[config.mk]
export PLATFORM = sky130hd
export DESIGN_NAME = rdiag_top
export DESIGN_NICKNAME = d
export VERILOG_FILES = /design/src/core/rdiag_pkg.sv /design/src/core/rdiag_img_mem.sv /design/src/core/rdiag_top.sv
export SDC_FILE = /design/constraint.sdc
export NUM_CORES = 1
export LEC_CHECK = 0
export ABC_AREA = 1
export BUFFER_PORTS_ARGS = -buffer_cell sky130_fd_sc_hd__buf_2
export CAP_MARGIN = 20
export CORE_UTILIZATION = 30
export DETAILED_ROUTE_END_ITERATION = 6
export PLACE_DENSITY = 0.52
export SETUP_SLACK_MARGIN = 0.05
export SLEW_MARGIN = 20
export SYNTH_ARGS = -nofsm -noshare
export SYNTH_HDL_FRONTEND = slang
export SYNTH_SLANG_ARGS = --single-unit
export TNS_END_PERCENT = 5
[constraint.sdc]
create_clock -name ref_clk -period 5.1 [get_ports ref_clk]
set_clock_uncertainty 0.15 [all_clocks]
set_input_delay 0.255 -clock ref_clk [delete_from_list [all_inputs] [get_ports ref_clk]]
set_output_delay 0.255 -clock ref_clk [all_outputs]
set_load 0.03 [all_outputs]
[src/core/rdiag_pkg.sv]
// package for the remote discrete i/o diagnostic and address display block
// assumes a single 10 MHz clock domain and synchronous active-high reset
`default_nettype none
package rdiag_pkg;
  // diagnostic bit positions (absolute bit numbers of the status image)
  localparam int unsigned RDIAG_BIT_ERR_APPEAR   = 16;
  localparam int unsigned RDIAG_BIT_ERR_GONE     = 17;
  localparam int unsigned RDIAG_BIT_RESTART      = 35;
  localparam int unsigned RDIAG_BIT_COLDSTART    = 36;
  localparam int unsigned RDIAG_BIT_MAINT        = 37;
  localparam int unsigned RDIAG_BIT_IDENT_VIOL   = 39;
  localparam int unsigned RDIAG_BIT_EXT_AVAIL    = 55;
  localparam int unsigned RDIAG_BIT_TB_OOS       = 56;
  localparam int unsigned RDIAG_BIT_FLB_ACTIVE   = 57;
  localparam int unsigned RDIAG_BIT_FLB_ERR      = 58;
  localparam int unsigned RDIAG_BIT_PSU_IN       = 59;
  localparam int unsigned RDIAG_BIT_PSU_OUT      = 60;
  localparam int unsigned RDIAG_BIT_ADDR_JMP     = 61;
  localparam int unsigned RDIAG_BIT_WR_LOCK      = 63;
  localparam int unsigned RDIAG_BIT_BI_SIM       = 64;
  localparam int unsigned RDIAG_BIT_BI_FSAFE     = 72;
  localparam int unsigned RDIAG_BIT_BO_FSAFE     = 80;
  localparam int unsigned RDIAG_BIT_BO_SIM       = 84;
  localparam int unsigned RDIAG_BIT_BI_OOS       = 88;
  localparam int unsigned RDIAG_BIT_BO_OOS       = 96;
  // image spans bytes 2..12 (bits 16..103); first byte index of the image
  localparam int unsigned RDIAG_FIRST_BYTE       = 2;
  localparam int unsigned RDIAG_NUM_BYTES        = 11;
  localparam int unsigned RDIAG_IMG_BITS         = 104;
  // status length byte values
  localparam logic [7:0]  RDIAG_LEN_STD          = 8'h08;
  localparam logic [7:0]  RDIAG_LEN_EXT          = 8'h0e;
  // identifier save time
  localparam int unsigned RDIAG_SAVE_MS          = 5000;
  localparam int unsigned RDIAG_CLK_KHZ          = 10000;
  localparam int unsigned RDIAG_SAVE_CYC         = RDIAG_SAVE_MS * RDIAG_CLK_KHZ;
  // reset values
  localparam logic [7:0]  RDIAG_DOUT_RST         = 8'h00;

  // identifier selection
  typedef enum logic {RDIAG_ID_PROFILE, RDIAG_ID_MANUF} rdiag_id_e;

  // level conditions from the function blocks
  typedef struct packed {
    logic        restart;
    logic        coldstart;
    logic        maint_req;
    logic        ident_viol;
    logic        tb_oos;
    logic        flb_active;
    logic        flb_err;
    logic        psu_in_fail;
    logic        psu_out_fail;
    logic        addr_jumper;
    logic        wr_lock;
    logic [15:0] bi_sim;
    logic [15:0] bi_fsafe;
    logic [15:0] bi_oos;
    logic [7:0]  bo_sim;
    logic [7:0]  bo_fsafe;
    logic [7:0]  bo_oos;
  } rdiag_cond_s;
endpackage : rdiag_pkg
`default_nettype wire

[src/core/rdiag_img_mem.sv]
// small byte-wide read memory holding the packed diagnostic image
// assumes writes and reads on the same clock; read data is registered
`default_nettype none
module rdiag_img_mem #(
  parameter int unsigned NBYTES = 11
) (
  input  wire logic                      ref_clk,
  input  wire logic                      sys_rst,
  input  wire logic [NBYTES*8-1:0]       img,
  input  wire logic [$clog2(NBYTES)-1:0] rd_idx,
  output logic      [7:0]                rd_data
);
  logic [7:0] mem_q [NBYTES];

  // refresh every byte each cycle so the read view tracks the levels
  always_ff @(posedge ref_clk)
  begin
    for (int i = 0; i < NBYTES; i++)
    begin
      mem_q[i] <= sys_rst ? 8'h00 : img[i*8 +: 8];
    end
  end

  // registered read port; out of range reads give zero
  always_ff @(posedge ref_clk)
  begin
    if (sys_rst)
      rd_data <= 8'h00;
    else if (32'(rd_idx) < NBYTES)
      rd_data <= mem_q[rd_idx];
    else
      rd_data <= 8'h00;
  end
endmodule : rdiag_img_mem
`default_nettype wire

[src/core/rdiag_top.sv]
// diagnostic image builder and power-up address display for a remote i/o unit
// assumes condition levels and control inputs from same-clock logic, jumper from a pin
//
// How it works
// - restart, coldstart, maintenance, ident violation at bits 35,36,37,39.
// - bits 38, 40..54 and 62 always read zero.
// - bit 55 set to announce extended bytes follow.
// - bits 56,57,58: transducer oos, logic block active, logic block error.
// - bits 59 and 60: input and output supply failures.
// - bit 61 address jumper active, bit 63 write locked.
// - bits 64..71: simulation in input block pair k.
// - bits 72..79: fail-safe in input block pair k.
// - bits 80..83: fail-safe in output block pair k.
// - bits 84..87: simulation in output block pair k.
// - bits 88..95: input block pair k out of service.
// - bits 96..103: each output block out of service alone.
// - power-up with jumper: address on outputs 1..7, lsb on output 1.
// - output 8 on for manufacturer identifier, off for profile.
// - identifier change saved over 5 s, applied after power cycle.
// - profile identifier vs manufacturer master: acyclic ok, cyclic refused.
// - bit 55 is msb of byte 6; length becomes 0e not 08.
// - bit 16 pulses on error appearing, bit 17 on disappearing.
`default_nettype none
module rdiag_top (
  input  wire logic                   ref_clk,
  input  wire logic                   sys_rst,
  input  wire rdiag_pkg::rdiag_cond_s cond,
  input  wire logic                   sim_jumper_pin,
  input  wire logic [6:0]             node_addr,
  input  wire logic                   id_sel_req,
  input  wire logic                   init_done,
  input  wire logic [3:0]             diag_rd_idx,
  input  wire logic                   master_manuf_id,
  input  wire logic                   cyc_req,
  input  wire logic                   acyc_req,
  input  wire logic [7:0]             dout_app,
  output logic      [7:0]             dout,
  output logic      [103:0]           diag_img,
  output logic      [7:0]             diag_byte,
  output logic      [7:0]             status_len,
  output logic                        id_active,
  output logic                        id_saving,
  output logic                        cyc_grant,
  output logic                        acyc_grant
);
  import rdiag_pkg::*;

  // or of adjacent block pairs, used for three input and two output groups
  function automatic logic [7:0] pair_or16(input logic [15:0] v);
    logic [7:0] r;
    r = 8'h00;
    for (int k = 0; k < 8; k++)
      r[k] = v[2*k] | v[2*k+1];
    return r;
  endfunction : pair_or16

  function automatic logic [3:0] pair_or8(input logic [7:0] v);
    logic [3:0] r;
    r = 4'h0;
    for (int k = 0; k < 4; k++)
      r[k] = v[2*k] | v[2*k+1];
    return r;
  endfunction : pair_or8

  // jumper comes from a pin: two flops before use
  logic jmp_m_q;
  logic jmp_q;
  always_ff @(posedge ref_clk)
  begin
    if (sys_rst)
    begin
      jmp_m_q <= 1'b0;
      jmp_q   <= 1'b0;
    end
    else
    begin
      jmp_m_q <= sim_jumper_pin;
      jmp_q   <= jmp_m_q;
    end
  end

  // combinational image of level flags, unused bits stay zero
  logic [103:0] img_d;
  logic         any_err;
  always_comb
  begin
    img_d = '0;
    img_d[RDIAG_BIT_RESTART]    = cond.restart;
    img_d[RDIAG_BIT_COLDSTART]  = cond.coldstart;
    img_d[RDIAG_BIT_MAINT]      = cond.maint_req;
    img_d[RDIAG_BIT_IDENT_VIOL] = cond.ident_viol;
    img_d[RDIAG_BIT_EXT_AVAIL]  = 1'b1;
    img_d[RDIAG_BIT_TB_OOS]     = cond.tb_oos;
    img_d[RDIAG_BIT_FLB_ACTIVE] = cond.flb_active;
    img_d[RDIAG_BIT_FLB_ERR]    = cond.flb_err;
    img_d[RDIAG_BIT_PSU_IN]     = cond.psu_in_fail;
    img_d[RDIAG_BIT_PSU_OUT]    = cond.psu_out_fail;
    img_d[RDIAG_BIT_ADDR_JMP]   = jmp_q;
    img_d[RDIAG_BIT_WR_LOCK]    = cond.wr_lock;
    img_d[RDIAG_BIT_BI_SIM +: 8]   = pair_or16(cond.bi_sim);
    img_d[RDIAG_BIT_BI_FSAFE +: 8] = pair_or16(cond.bi_fsafe);
    img_d[RDIAG_BIT_BO_FSAFE +: 4] = pair_or8(cond.bo_fsafe);
    img_d[RDIAG_BIT_BO_SIM +: 4]   = pair_or8(cond.bo_sim);
    img_d[RDIAG_BIT_BI_OOS +: 8]   = pair_or16(cond.bi_oos);
    img_d[RDIAG_BIT_BO_OOS +: 8]   = cond.bo_oos;
    // appear/disappear events come from the register below, not from levels
    any_err = cond.ident_viol | cond.flb_err | cond.psu_in_fail | cond.psu_out_fail;
  end

  // error edge tracking for the appear and disappear bits
  // the pulses themselves are written into the image register below
  logic err_q;
  always_ff @(posedge ref_clk)
  begin
    if (sys_rst)
      err_q <= 1'b0;
    else
      err_q <= any_err;
  end

  // registered image; levels follow conditions one cycle later
  always_ff @(posedge ref_clk)
  begin
    if (sys_rst)
      diag_img <= '0;
    else
    begin
      diag_img <= img_d;
      diag_img[RDIAG_BIT_ERR_APPEAR] <= any_err & ~err_q;
      diag_img[RDIAG_BIT_ERR_GONE]   <= ~any_err & err_q;
    end
  end

  // extension bit is always set so the length is the extended one from the first cycle after reset
  always_ff @(posedge ref_clk)
  begin
    if (sys_rst)
      status_len <= RDIAG_LEN_STD;
    else
      status_len <= img_d[RDIAG_BIT_EXT_AVAIL] ? RDIAG_LEN_EXT : RDIAG_LEN_STD;
  end

  // byte-wise read view, byte i carries bits 8i..8i+7 ascending
  logic [RDIAG_NUM_BYTES*8-1:0] img_bytes;
  logic [3:0]                   mem_idx;
  logic [7:0]                   mem_rd;
  assign img_bytes = diag_img[103:RDIAG_FIRST_BYTE*8];
  assign mem_idx   = diag_rd_idx - 4'(RDIAG_FIRST_BYTE);

  rdiag_img_mem #(
    .NBYTES (RDIAG_NUM_BYTES)
  ) u_mem (
    .ref_clk (ref_clk),
    .sys_rst (sys_rst),
    .img     (img_bytes),
    .rd_idx  (mem_idx),
    .rd_data (mem_rd)
  );
  assign diag_byte = mem_rd;

  // identifier: active value caught at reset release, stored value by request
  typedef enum {ID_IDLE, ID_SAVE} rdiag_idst_e;
  rdiag_idst_e id_st_q;
  logic        stored_q;
  logic        req_q;
  logic [25:0] save_cnt_q;
  logic        caught_q;
  always_ff @(posedge ref_clk)
  begin
    if (sys_rst)
    begin
      id_st_q    <= ID_IDLE;
      req_q      <= 1'b0;
      save_cnt_q <= '0;
      id_saving  <= 1'b0;
    end
    else
    begin
      req_q <= id_sel_req;
      case (id_st_q)
        ID_IDLE:
        begin
          if (caught_q && id_sel_req != req_q)
          begin
            id_st_q    <= ID_SAVE;
            save_cnt_q <= 26'(RDIAG_SAVE_CYC - 1);
            id_saving  <= 1'b1;
          end
        end
        ID_SAVE:
        begin
          if (save_cnt_q == '0)
          begin
            id_st_q   <= ID_IDLE;
            id_saving <= 1'b0;
          end
          else
            save_cnt_q <= save_cnt_q - 26'd1;
        end
        default: id_st_q <= ID_IDLE;
      endcase
    end
  end

  // stored selection follows the request until caught and updates at end of save; active one only after reset
  always_ff @(posedge ref_clk)
  begin
    if (id_st_q == ID_SAVE && save_cnt_q == '0)
      stored_q <= req_q;
    else if (!caught_q)
      stored_q <= id_sel_req;
  end

  always_ff @(posedge ref_clk)
  begin
    if (sys_rst)
    begin
      caught_q  <= 1'b0;
      id_active <= 1'b0;
    end
    else if (!caught_q)
    begin
      caught_q  <= 1'b1;
      id_active <= stored_q;
    end
  end

  // cyclic refused on identifier mismatch in profile mode, acyclic always served
  always_ff @(posedge ref_clk)
  begin
    if (sys_rst)
    begin
      cyc_grant  <= 1'b0;
      acyc_grant <= 1'b0;
    end
    else
    begin
      cyc_grant  <= cyc_req & ~(id_active == RDIAG_ID_PROFILE && master_manuf_id);
      acyc_grant <= acyc_req;
    end
  end

  // outputs show the address pattern until init is done when jumper fitted;
  // loads are not isolated here, the operator must disconnect them
  always_ff @(posedge ref_clk)
  begin
    if (sys_rst)
      dout <= RDIAG_DOUT_RST;
    else if (!init_done && jmp_q)
      dout <= {id_active, node_addr};
    else
      dout <= dout_app;
  end

  // checks
  a_ext_len: assert property (@(posedge ref_clk) disable iff (sys_rst)
    $past(!sys_rst) |-> status_len == RDIAG_LEN_EXT && diag_img[55])
    else $error("extension bit or length wrong");
  a_unused_zero: assert property (@(posedge ref_clk) disable iff (sys_rst)
    diag_img[54:40] == '0 && !diag_img[38] && !diag_img[62])
    else $error("unused bit set");
  a_restart_bit: assert property (@(posedge ref_clk) disable iff (sys_rst)
    cond.restart |=> diag_img[35])
    else $error("restart bit missing");
  a_bi_sim_pair: assert property (@(posedge ref_clk) disable iff (sys_rst)
    (cond.bi_sim[3] | cond.bi_sim[2]) |=> diag_img[65])
    else $error("input sim pair bit missing");
  a_bo_oos_one: assert property (@(posedge ref_clk) disable iff (sys_rst)
    cond.bo_oos[7] |=> diag_img[103])
    else $error("output oos bit missing");
  a_flag_clears: assert property (@(posedge ref_clk) disable iff (sys_rst)
    !cond.psu_out_fail |=> !diag_img[60])
    else $error("supply flag stuck");
  a_err_appear: assert property (@(posedge ref_clk) disable iff (sys_rst)
    $rose(any_err) |=> diag_img[16] ##1 !diag_img[16])
    else $error("appear pulse wrong");
  a_addr_show: assert property (@(posedge ref_clk) disable iff (sys_rst)
    (!init_done && jmp_q) |=> dout[6:0] == $past(node_addr))
    else $error("address not shown");
  a_cyc_refuse: assert property (@(posedge ref_clk) disable iff (sys_rst)
    (id_active == 1'b0 && master_manuf_id) |=> !cyc_grant)
    else $error("cyclic not refused");
  a_id_hold: assert property (@(posedge ref_clk) disable iff (sys_rst)
    caught_q |=> $stable(id_active))
    else $error("identifier changed without reset");
  a_cyc_pass: assert property (@(posedge ref_clk) disable iff (sys_rst)
    (cyc_req && (id_active || !master_manuf_id)) |=> cyc_grant)
    else $error("cyclic refused without mismatch");
  a_acyc_serve: assert property (@(posedge ref_clk) disable iff (sys_rst)
    acyc_req |=> acyc_grant)
    else $error("acyclic not served");

  c_addr_show:  cover property (@(posedge ref_clk) !init_done && jmp_q && dout[7]);
  c_save_start: cover property (@(posedge ref_clk) $rose(id_saving));
  c_cyc_refuse: cover property (@(posedge ref_clk) cyc_req && master_manuf_id && !id_active);
  c_err_gone:   cover property (@(posedge ref_clk) diag_img[17]);
  c_err_appear: cover property (@(posedge ref_clk) diag_img[16]);
endmodule : rdiag_top
`default_nettype wire

==> results of run 1 <==
==> cell type report <==
type / count / area (um^2) / area share [%]
Sequential cell: 159 / 3190 / 35.4
Multi-Input combinational cell: 561 / 2540 / 28.2
Timing Repair Buffer: 286 / 1940 / 21.5
Inverter: 117 / 444 / 4.93
Clock buffer: 18 / 429 / 4.76
Tap cell: 275 / 344 / 3.82
Clock inverter: 14 / 120 / 1.33
==> layer usage <==
layer	GRT usage [%]	vias up
met5	0	-
met4	5.45	0
met3	3.20	10
met2	25.1	182
met1	19.5	2619
li1	-	3076
==> cell usage after synthesis, drive strengths merged, types with 5 or more instances <==
library cell	n	area (um^2)
clkbuf	17	63.8
o21ai	16	80.1
buf	69	508
dfxtp	158	3160
nand4	8	50.1
nand3	40	200
nor3	5	30.0
nand2	145	582
nor2	220	882
nand3b	5	37.5
a21oi	40	264
inv	116	435
==> registers in the layout, indices dropped and copies added, names as in the netlist <==
name / count
u_mem.mem_q: 54
diag_img: 53
save_cnt_q: 26
dout: 8
u_mem.rd_data: 8
acyc_grant: 1
cyc_grant: 1
err_q: 1
id_active: 1
id_saving: 1
jmp_m_q: 1
jmp_q: 1
req_q: 1
status_len: 1
stored_q: 1
==> critical path: stages (launching register included) <==
cell	delay [ns]
dfxtp_1	0.86
inv_1	0.34
nor3_2	0.25
nand2_4	0.10
nor2_8	0.17
nor2_8	0.10
clkinv_4	0.22
nor2_1	0.09
nand2_1	0.09
nand2_1	0.04
==> final timing paths <==
check | endpoint | from | depth (start not counted)
min reg2reg | jmp_q$_SDFF_PP0_ | jmp_m_q$_SDFF_PP0_ | 2
max | save_cnt_q[1]$_SDFFE_PP0P_ | id_saving$_SDFFE_PP0P_ | 9
min | dout[5]$_SDFF_PP0_ | dout_app[5] | 3
max reg2reg | save_cnt_q[1]$_SDFFE_PP0P_ | id_saving$_SDFFE_PP0P_ | 9
==> power groups by stage <==
stage	Combinational [mW]	Clock, mW	Sequential (mW)
floorplan	0.356	0	1.45
global placement	0.519	0	1.40
detailed placement	0.523	0	1.40
CTS	0.584	1.23	1.37
global route	0.649	1.28	1.38
finish	0.585	1.19	1.37
==> cells by family (layout without fill, tap and decap cells) <==
group                      count (synthesis)  count (layout)
buffers and inverters                    203             435
xor gates and xnor gates                   4               4
AOI/OAI and AO/OA                         70              70
adders and majority gates                  2               2
and+or+nand+nor                          429             429
DFF                                      159             159
other                                      2              56
==> run_results.csv, run 1 <==
group,metric,value,unit
outcome,run_status,"complete, no violations",
die,io_pins,242,
final_layout,syn_to_final_growth,37.7,%
detailed_routing,routedWlPerCell,11.9,um
die,die-area,22400,um^2
detailed_routing,dr.max_layer_used,"met4",
timing,maxSlewHeadroom,43.8,%
power_and_ir_drop,vdd_drop_max,0.000223,V
power_and_ir_drop,swShare,31.2,%
die,dieWidth,150,um
clock_network,cts.reportedPaths.clkPinSlew,0.07,ns
final_layout,final_area,9010,um^2
power_and_ir_drop,p_int,2.17,mW
die,placementRows,53,
placed_design,dpl.cell_count,1297,
final_layout,finalCoreUtilization,42.5,%
grt,gr-total-overflow,0,
timing,worst_pin_slew,0.839,ns
placed_design,place_ws,2.55,ns
power_and_ir_drop,power.leakage,4.52,nW
critical_path,cp.arrival,2.70,ns
synthesis,ys_ff_latch,159,
timing,max_freq,0.395,GHz
power_and_ir_drop,power.density,349,nW/um^2
final_layout,finalNonFillerCells,1430,
clock_network,post_cts_buffers,0,
clock_network,cts_hold_buf,101,
clock_network,cts_tree,"built",
placed_design,gp_congestion,0.808,
timing,setup_tns,0,ns
grt,grt_start_max_net_pins,81,
timing,rsz0062_at_grt,"no",
synthesis,synth_edf_count,1,
detailed_routing,drtIter0Drc,226,
timing,hold_viol,0,
grt,grt_pass1_wl,26700,um
clock_network,cts.repair.resized,0,
synthesis,synth-xor-area-share,0.535,%
synthesis,syn_inst,869,
final_layout,final_common_cell,"nor2_1",
power_and_ir_drop,p_comb_share,18.6,%
detailed_routing,vias,5887,
die,die_h,150,um
synthesis,synth_top_family_by_area,"simple AND/OR/NAND/NOR gates",
synthesis,synth_fa_ha_area_share,0.382,%
critical_path,r2r_slack,2.57,ns
die,initial_core_util,30.8,%
synthesis,yosys.area_share.simple,27.8,%
detailed_routing,wl,17000,um
grt,grt_pass1_vias,5560,
critical_path,worst_setup_path_end_kind,"register",
synthesis,netlist_area,6550,um^2
final_layout,layout_common_cells,"nor2_1, buf_2, dfxtp_1, nand2_1, inv_1",
detailed_routing,wl_met3,947,um
timing,fin_ws,2.57,ns
placed_design,dpl_cell_area,7450,um^2
timing,period_share,49.7,%
detailed_routing,via_per_inst,4.12,
critical_path,crit_type,"register to register",
detailed_routing,met2_length,7880,um
timing,period_needed,2.53,ns
clock_network,clock_sinks,159,
final_layout,nFillCells,2161,
clock_network,h-tree-depth,4,
timing,whs,0.0248,ns
detailed_routing,met1Wirelength,7970,um
critical_path,cp_max_fo,25,
final_layout,nets,1254,
clock_network,cts_root_buf,"clkbuf_16",
power_and_ir_drop,power_frac_clock,37.9,%
clock_network,clk_path_buf_depth,2,
synthesis,syn_avg_cell_area,7.53,um^2
critical_path,cp.required,5.27,ns
synthesis,synth_cell_types,38,
detailed_routing,remaining_drc_errors,0,
power_and_ir_drop,total_power,3.15,mW
clock_network,clk_latency,0.42,ns
grt,grt_usage,15.2,%
synthesis,synthMuxAreaShare,0,%
synthesis,ys.flop_type,"dfxtp_1",
placed_design,port_buffers,184,
detailed_routing,drtPass1Iterations,5,
power_and_ir_drop,p_seq_share,43.5,%
job,maxCapViolCount,0,
power_and_ir_drop,power.net_switching,0.983,mW
timing,setup_viol,0,
clock_network,cts-buffers-inserted,17,
detailed_routing,antenna_violating_nets_post_route,0,
synthesis,synth_warnings,0,
critical_path,cp-start-kind,"register",
synthesis,seq_area_frac_synth,48.8,%
die,core,21200,um^2
synthesis,synth_compound_area_share,6.86,%
placed_design,hpwlAfterDp,11100,um
grt,antenna_found_initial,0,
timing,final_max_slew_viol_count,0,
synthesis,async_flop_share,0,%
final_layout,n_antenna_cell,0,
final_layout,drive_gt1_share,22.2,%
worst_hold_path,hold_path.class,"input port to register",
Power figures use the tool's default switching activity.
==> run 2, diff against run 1 <==
==> constraint.sdc (replaced) <==
create_clock -name ref_clk -period 2.4 [get_ports ref_clk]
set_clock_uncertainty 0.15 [all_clocks]
set_input_delay 0.12 -clock ref_clk [delete_from_list [all_inputs] [get_ports ref_clk]]
set_output_delay 0.12 -clock ref_clk [all_outputs]
set_load 0.03 [all_outputs]
==> run_results.csv, run 2 (synthesized netlist as in run 1, its figures left out) <==
group,metric,value,unit
die,die_h,150,um
timing,rsz0062_at_grt,"no",
grt,gr-total-overflow,0,
die,dieWidth,150,um
power_and_ir_drop,vdd_drop_max,0.000381,V
clock_network,cts_root_buf,"clkbuf_16",
timing,worst_pin_slew,1.08,ns
outcome,run_status,"complete, no violations",
clock_network,cts_tree,"built",
final_layout,finalCoreUtilization,43.0,%
clock_network,post_cts_buffers,0,
final_layout,largest_reg_flops,54,
die,die-area,22400,um^2
power_and_ir_drop,power.leakage,4.58,nW
die,placementRows,53,
critical_path,r2r_slack,0.28,ns
final_layout,largest_register,"u_mem.mem_q",
die,initial_core_util,30.8,%
die,io_pins,242,
critical_path,startpoint,"jmp_q$_SDFF_PP0_",
final_layout,nets,1264,
final_layout,layout_common_cells,"nor2_1, buf_2, dfxtp_1, nand2_1, inv_1",
final_layout,drive_gt1_share,22.6,%
die,core,21200,um^2
timing,period_share,88.2,%
detailed_routing,drtPass1Iterations,4,
final_layout,final_common_cell,"nor2_1",
grt,grt_usage,15.5,%
critical_path,rr_startpoint,"jmp_q$_SDFF_PP0_",
detailed_routing,remaining_drc_errors,0,
grt,grt_start_max_net_pins,106,
critical_path,cp_max_fo,10,
timing,maxSlewHeadroom,27.9,%
timing,setup_tns,0,ns
clock_network,cts-buffers-inserted,17,
critical_path,cp.required,2.56,ns
power_and_ir_drop,power.density,750,nW/um^2
detailed_routing,antenna_violating_nets_post_route,0,
worst_hold_path,hold_path.class,"input port to register",
grt,grt_pass1_wl,27100,um
critical_path,r2r_end,"dout[5]$_SDFF_PP0_",
detailed_routing,drtIter0Drc,232,
timing,period_needed,2.12,ns
detailed_routing,routedWlPerCell,11.9,um
placed_design,hpwlAfterDp,11400,um
critical_path,cp.arrival,2.28,ns
timing,hold_viol,0,
timing,setup_viol,0,
final_layout,n_antenna_cell,0,
detailed_routing,wl,17100,um
clock_network,clock_sinks,159,
clock_network,clk_path_buf_depth,2,
clock_network,clk_latency,0.43,ns
grt,grt_pass1_vias,5708,
job,maxCapViolCount,0,
final_layout,reg_top3,"u_mem.mem_q x54, diag_img x53, save_cnt_q x26",
critical_path,cp-start-kind,"register",
final_layout,syn_to_final_growth,39.3,%
detailed_routing,via_per_inst,4.10,
timing,final_max_slew_viol_count,0,
critical_path,crit_type,"register to register",
clock_network,cts.reportedPaths.clkPinSlew,0.07,ns
critical_path,worst_setup_path_end_kind,"register",
critical_path,worstSetupEndpoint,"dout[5]$_SDFF_PP0_",
clock_network,h-tree-depth,4,
placed_design,gp_congestion,0.798,
placed_design,port_buffers,184,
timing,whs,0.0431,ns
critical_path,r2r.worst_path.cells,6,
grt,antenna_found_initial,0,
detailed_routing,vias,5910,
timing,max_freq,0.472,GHz
[run 2: changes by cell type in the layout (fill, tap and decap cells not counted), sizes merged]
cell	previous run	this run
buf	185	192
bufinv	0	1
clkinv	2	4
clkinvlp	3	2
dlygate4sd3	101	104
inv	126	124
[run 2: worst max-delay path, cell delays in order (launching register included)]
cell	delay, ns
dfxtp_1	0.31
inv_1	0.11
nor2_1	0.43
inv_1	0.23
nor2_1	0.13
nor2_1	0.07
dlygate4sd3_1	0.56
[run 2: area by class of cell]
cell class	instances	area, um^2
Multi-Input combinational cell	561	2540
Clock buffer	18	429
Inverter	117	444
Tap cell	275	344
Timing Repair Buffer	296	2020
Sequential cell	159	3190
Clock inverter	14	145
Fill cell	2110	12100
[run 2: through the flow]
stage	std cells	setup WS [ns]	power [mW]	instance area, um^2
6_report	1440	0.283	6.84	9120
3_3_place_gp	1304	0.459	4.09	7500
4_1_cts	1440	0.280	6.93	9120
5_1_grt	1440	0.109	7.19	9120
3_5_place_dp	1304	0.410	4.10	7500
2_1_floorplan	923	0.575	3.84	6750
[run 2: worst min path at each step]
stage                          from               endpoint  slack, ns  cells after the start
CTS                         sys_rst  status_len[1]$_DFF_P_       0.03                      2
global placement    master_manuf_id   cyc_grant$_SDFF_PP0_       0.16                      2
floorplan           master_manuf_id   cyc_grant$_SDFF_PP0_       0.06                      1
finish                      sys_rst  status_len[1]$_DFF_P_       0.04                      2
global route                sys_rst  status_len[1]$_DFF_P_       0.09                      2
detailed placement  master_manuf_id   cyc_grant$_SDFF_PP0_       0.16                      2
[run 2: repair_timing]
action,4_1_cts,5_1_grt
endpoints found under the hold margin,66,0
hold buffers,104,0
gates resized for setup,0,0
[run 2: layer usage]
layer | global-route usage (%) | vias to the layer above | routed length [um]
met2 | 26.1 | 168 | 7850
met5 | 0 | - | 0
met1 | 19.4 | 2622 | 8150
met3 | 3.02 | 22 | 811
met4 | 6.26 | 0 | 327
li1 | - | 3098 | -
[run 2: where the power goes]
part | leakage (nW) | total, mW | switching [mW] | internal (mW)
Combinational | 2.98 | 1.27 | 0.819 | 0.453
Sequential | 1.32 | 2.90 | 0.0969 | 2.80
Clock | 0.278 | 2.67 | 1.20 | 1.47
==> run 3, diff against run 2 <==
--- a/config.mk
+++ b/config.mk
@@ -5,12 +5,11 @@
 export SDC_FILE = /design/constraint.sdc
 export NUM_CORES = 1
 export LEC_CHECK = 0
-export ABC_AREA = 1
 export BUFFER_PORTS_ARGS = -buffer_cell sky130_fd_sc_hd__buf_2
 export CAP_MARGIN = 20
 export CORE_UTILIZATION = 30
 export DETAILED_ROUTE_END_ITERATION = 6
-export PLACE_DENSITY = 0.52
+export PLACE_DENSITY = 0.53
 export SETUP_SLACK_MARGIN = 0.05
 export SLEW_MARGIN = 20
 export SYNTH_ARGS = -nofsm -noshare
==> run_results.csv, run 3 <==
group,metric,value,unit
outcome,run_status,"complete, no violations",
placed_design,gp_congestion,0.769,
timing,period_needed,2.39,ns
clock_network,cts_root_buf,"clkbuf_16",
clock_network,post_cts_buffers,0,
clock_network,cts_tree,"built",
synthesis,synth_common_cells,"dfxtp_1, nor2_1, nor2b_1",
final_layout,final_common_cell,"buf_2",
die,die_h,144,um
grt,gr-total-overflow,0,
power_and_ir_drop,power_frac_clock,40.4,%
synthesis,async_flop_share,0,%
critical_path,worst_setup_path_end_kind,"register",
critical_path,slowest_stage,"a311o_2",
worst_hold_path,hold_path.class,"input port to register",
synthesis,synth_top_area_cell,"dfxtp_1",
detailed_routing,wl,16000,um
clock_network,cts-buffers-inserted,17,
timing,maxSlewHeadroom,39.2,%
power_and_ir_drop,p_int,5.05,mW
power_and_ir_drop,power.leakage,4.07,nW
synthesis,ys.flop_type,"dfxtp_1",
detailed_routing,antenna_violating_nets_post_route,0,
synthesis,synth.area.top_cells,"dfxtp_1, nor2b_1, buf_4, nor2_1, mux2i_1",
job,maxCapViolCount,0,
final_layout,layout_common_cells,"buf_2, dfxtp_1, dlygate4sd3_1, nor2_1, nor2b_1",
final_layout,largest_reg_flops,54,
detailed_routing,routedWlPerCell,13.0,um
clock_network,cts.reportedPaths.clkPinSlew,0.06,ns
timing,rsz0062_at_grt,"yes",
detailed_routing,via_per_inst,4.29,
die,io_pins,242,
placed_design,port_buffers,184,
clock_network,clk_path_buf_depth,2,
synthesis,synth_cell_types,52,
timing,setup_viol,0,
timing,period_share,99.5,%
timing,final_max_slew_viol_count,0,
final_layout,reg_top3,"u_mem.mem_q x54, diag_img x53, save_cnt_q x26",
synthesis,seq_area_frac_synth,52.5,%
critical_path,worstPathCellList,"inv_2 > ha_4 > or3b_4 > or2_4 > a311o_2 > or4_4 > a21oi_2",
die,die-area,20900,um^2
final_layout,syn_to_final_growth,46.5,%
critical_path,crit_type,"register to register",
die,initial_core_util,31.0,%
die,placementRows,51,
final_layout,drive_gt1_share,27.6,%
grt,grt_usage,15.1,%
timing,hold_viol,0,
synthesis,syn_inst,647,
final_layout,largest_register,"u_mem.mem_q",
synthesis,synth_top_cell_area_share,52.0,%
synthesis,synth_warnings,0,
grt,grt_pass1_wl,23800,um
clock_network,clock_sinks,159,
synthesis,yosysMostFrequentCell,"dfxtp_1",
die,core,19700,um^2
synthesis,netlist_area,6090,um^2
power_and_ir_drop,total_power,6.89,mW
clock_network,clk_latency,0.42,ns
critical_path,cp-start-kind,"register",
placed_design,dpl_cell_area,7190,um^2
critical_path,cp.required,2.59,ns
critical_path,cp_max_fo,6,
final_layout,nets,1062,
clock_network,h-tree-depth,4,
timing,max_freq,0.419,GHz
grt,grt_start_max_net_pins,61,
power_and_ir_drop,vdd_drop_max,0.000436,V
timing,worst_pin_slew,0.912,ns
power_and_ir_drop,power.net_switching,1.84,mW
grt,grt_pass1_vias,4945,
placed_design,hpwlAfterDp,10500,um
die,dieWidth,144,um
detailed_routing,vias,5245,
critical_path,cp.arrival,2.58,ns
detailed_routing,drtPass1Iterations,4,
detailed_routing,drtIter0Drc,253,
synthesis,ys_ff_latch,159,
detailed_routing,remaining_drc_errors,0,
final_layout,n_antenna_cell,0,
grt,antenna_found_initial,0,
synthesis,syn_avg_cell_area,9.41,um^2
critical_path,slowest_delay,0.43,ns
power_and_ir_drop,p_seq_share,42.1,%
power_and_ir_drop,power.density,773,nW/um^2
synthesis,synth_edf_count,1,
power_and_ir_drop,p_comb_share,17.5,%
power_and_ir_drop,swShare,26.7,%
final_layout,final_area,8910,um^2
==> run 3: cell types whose count changed in the layout (fill, tap and decap cells not counted), moves of 20 or more <==
cell,previous run,this run
nand3_1,40,3
inv_1,116,8
nor2_1,214,99
mux2i_1,0,20
nor2b_1,0,79
nand2_1,134,22
==> run 3: kinds of logic after synthesis <==
kind of cell / after synthesis / share of synthesized area [%]
muxes: 24 / 4.03
AOI/OAI and AO/OA: 86 / 9.33
other: 2 / 0.123
and+or+nand+nor: 268 / 22.8
adders and majority gates: 2 / 0.411
DFF: 159 / 52.5
buffers and inverters: 100 / 9.93
xor gates and xnor gates: 6 / 0.863
==> run 3: worst max-delay path, delay by kind of cell, from the launching register on <==
kind,cells,cell delay (ns)
simple gates,3,1.08
compound gates,2,0.56
buf+inv,1,0.06
flops,1,0.32
fa+ha+maj,1,0.13
==> run 3: power groups by stage <==
stage / clock network, mW / registers (mW) / logic [mW]
after floorplan: 0 / 3.09 / 0.631
after global placement: 0 / 2.96 / 1.04
after detailed placement: 0 / 2.96 / 1.04
after CTS: 2.87 / 2.90 / 1.19
after global routing: 2.97 / 2.92 / 1.32
final: 2.78 / 2.90 / 1.20
==> run 3: metrics by stage <==
stage / hold WS [ns] / util (%) / setup slack, ns / setup TNS (ns) / cells
6_report: 0.0585 / 45.4 / 0.0129 / 0 / 1224
5_1_grt: 0.0860 / 45.4 / -0.0414 / -0.157 / 1224
4_1_cts: 0.0408 / 45.1 / 0.0118 / 0 / 1223
3_5_place_dp: 0.179 / 36.6 / 0.0501 / 0 / 1088
3_3_place_gp: 0.176 / 36.6 / 0.0657 / 0 / 1088
2_1_floorplan: 0.0858 / - / 0.0128 / 0 / 701
==> run 3: metal layers <==
layer  part of all wire, %  global-route usage [%]  vias up
met1                    44                    17.0     2406
met4                   1.3                    5.15        0
met5                     0                       0        -
li1                      -                       -     2669
met3                   5.3                    4.67       16
met2                    50                    26.9      154
==> run 3: area by class of cell <==
type	count	area, um^2
well taps	265	332
clock buffers	20	478
clock inverters	8	129
repair buffers	318	2200
fillers	1894	10700
multi-input cells	443	2540
inverters	11	41.3
flip-flops and latches	159	3200
==> run 3: final timing paths <==
path | start | end | slack [ns] | cells past startpoint
max | save_cnt_q[0]$_SDFFE_PP0P_ | save_cnt_q[24]$_SDFFE_PP0P_ | 0.01 | 7
min | diag_rd_idx[3] | u_mem.rd_data[0]$_SDFF_PP0_ | 0.06 | 5
max reg2reg | save_cnt_q[0]$_SDFFE_PP0P_ | save_cnt_q[24]$_SDFFE_PP0P_ | 0.01 | 7
min reg2reg | err_q$_SDFF_PP0_ | diag_img[16]$_SDFF_PP0_ | 0.26 | 1
==> run 3: repair_timing <==
item / in CTS / in global routing
endpoints found under the setup margin: 3 / 15
cloned: 0 / 1
endpoints found under the hold margin: 83 / 0
hold buffers: 107 / 0
resized for setup: 0 / 12
pin swaps: 0 / 7
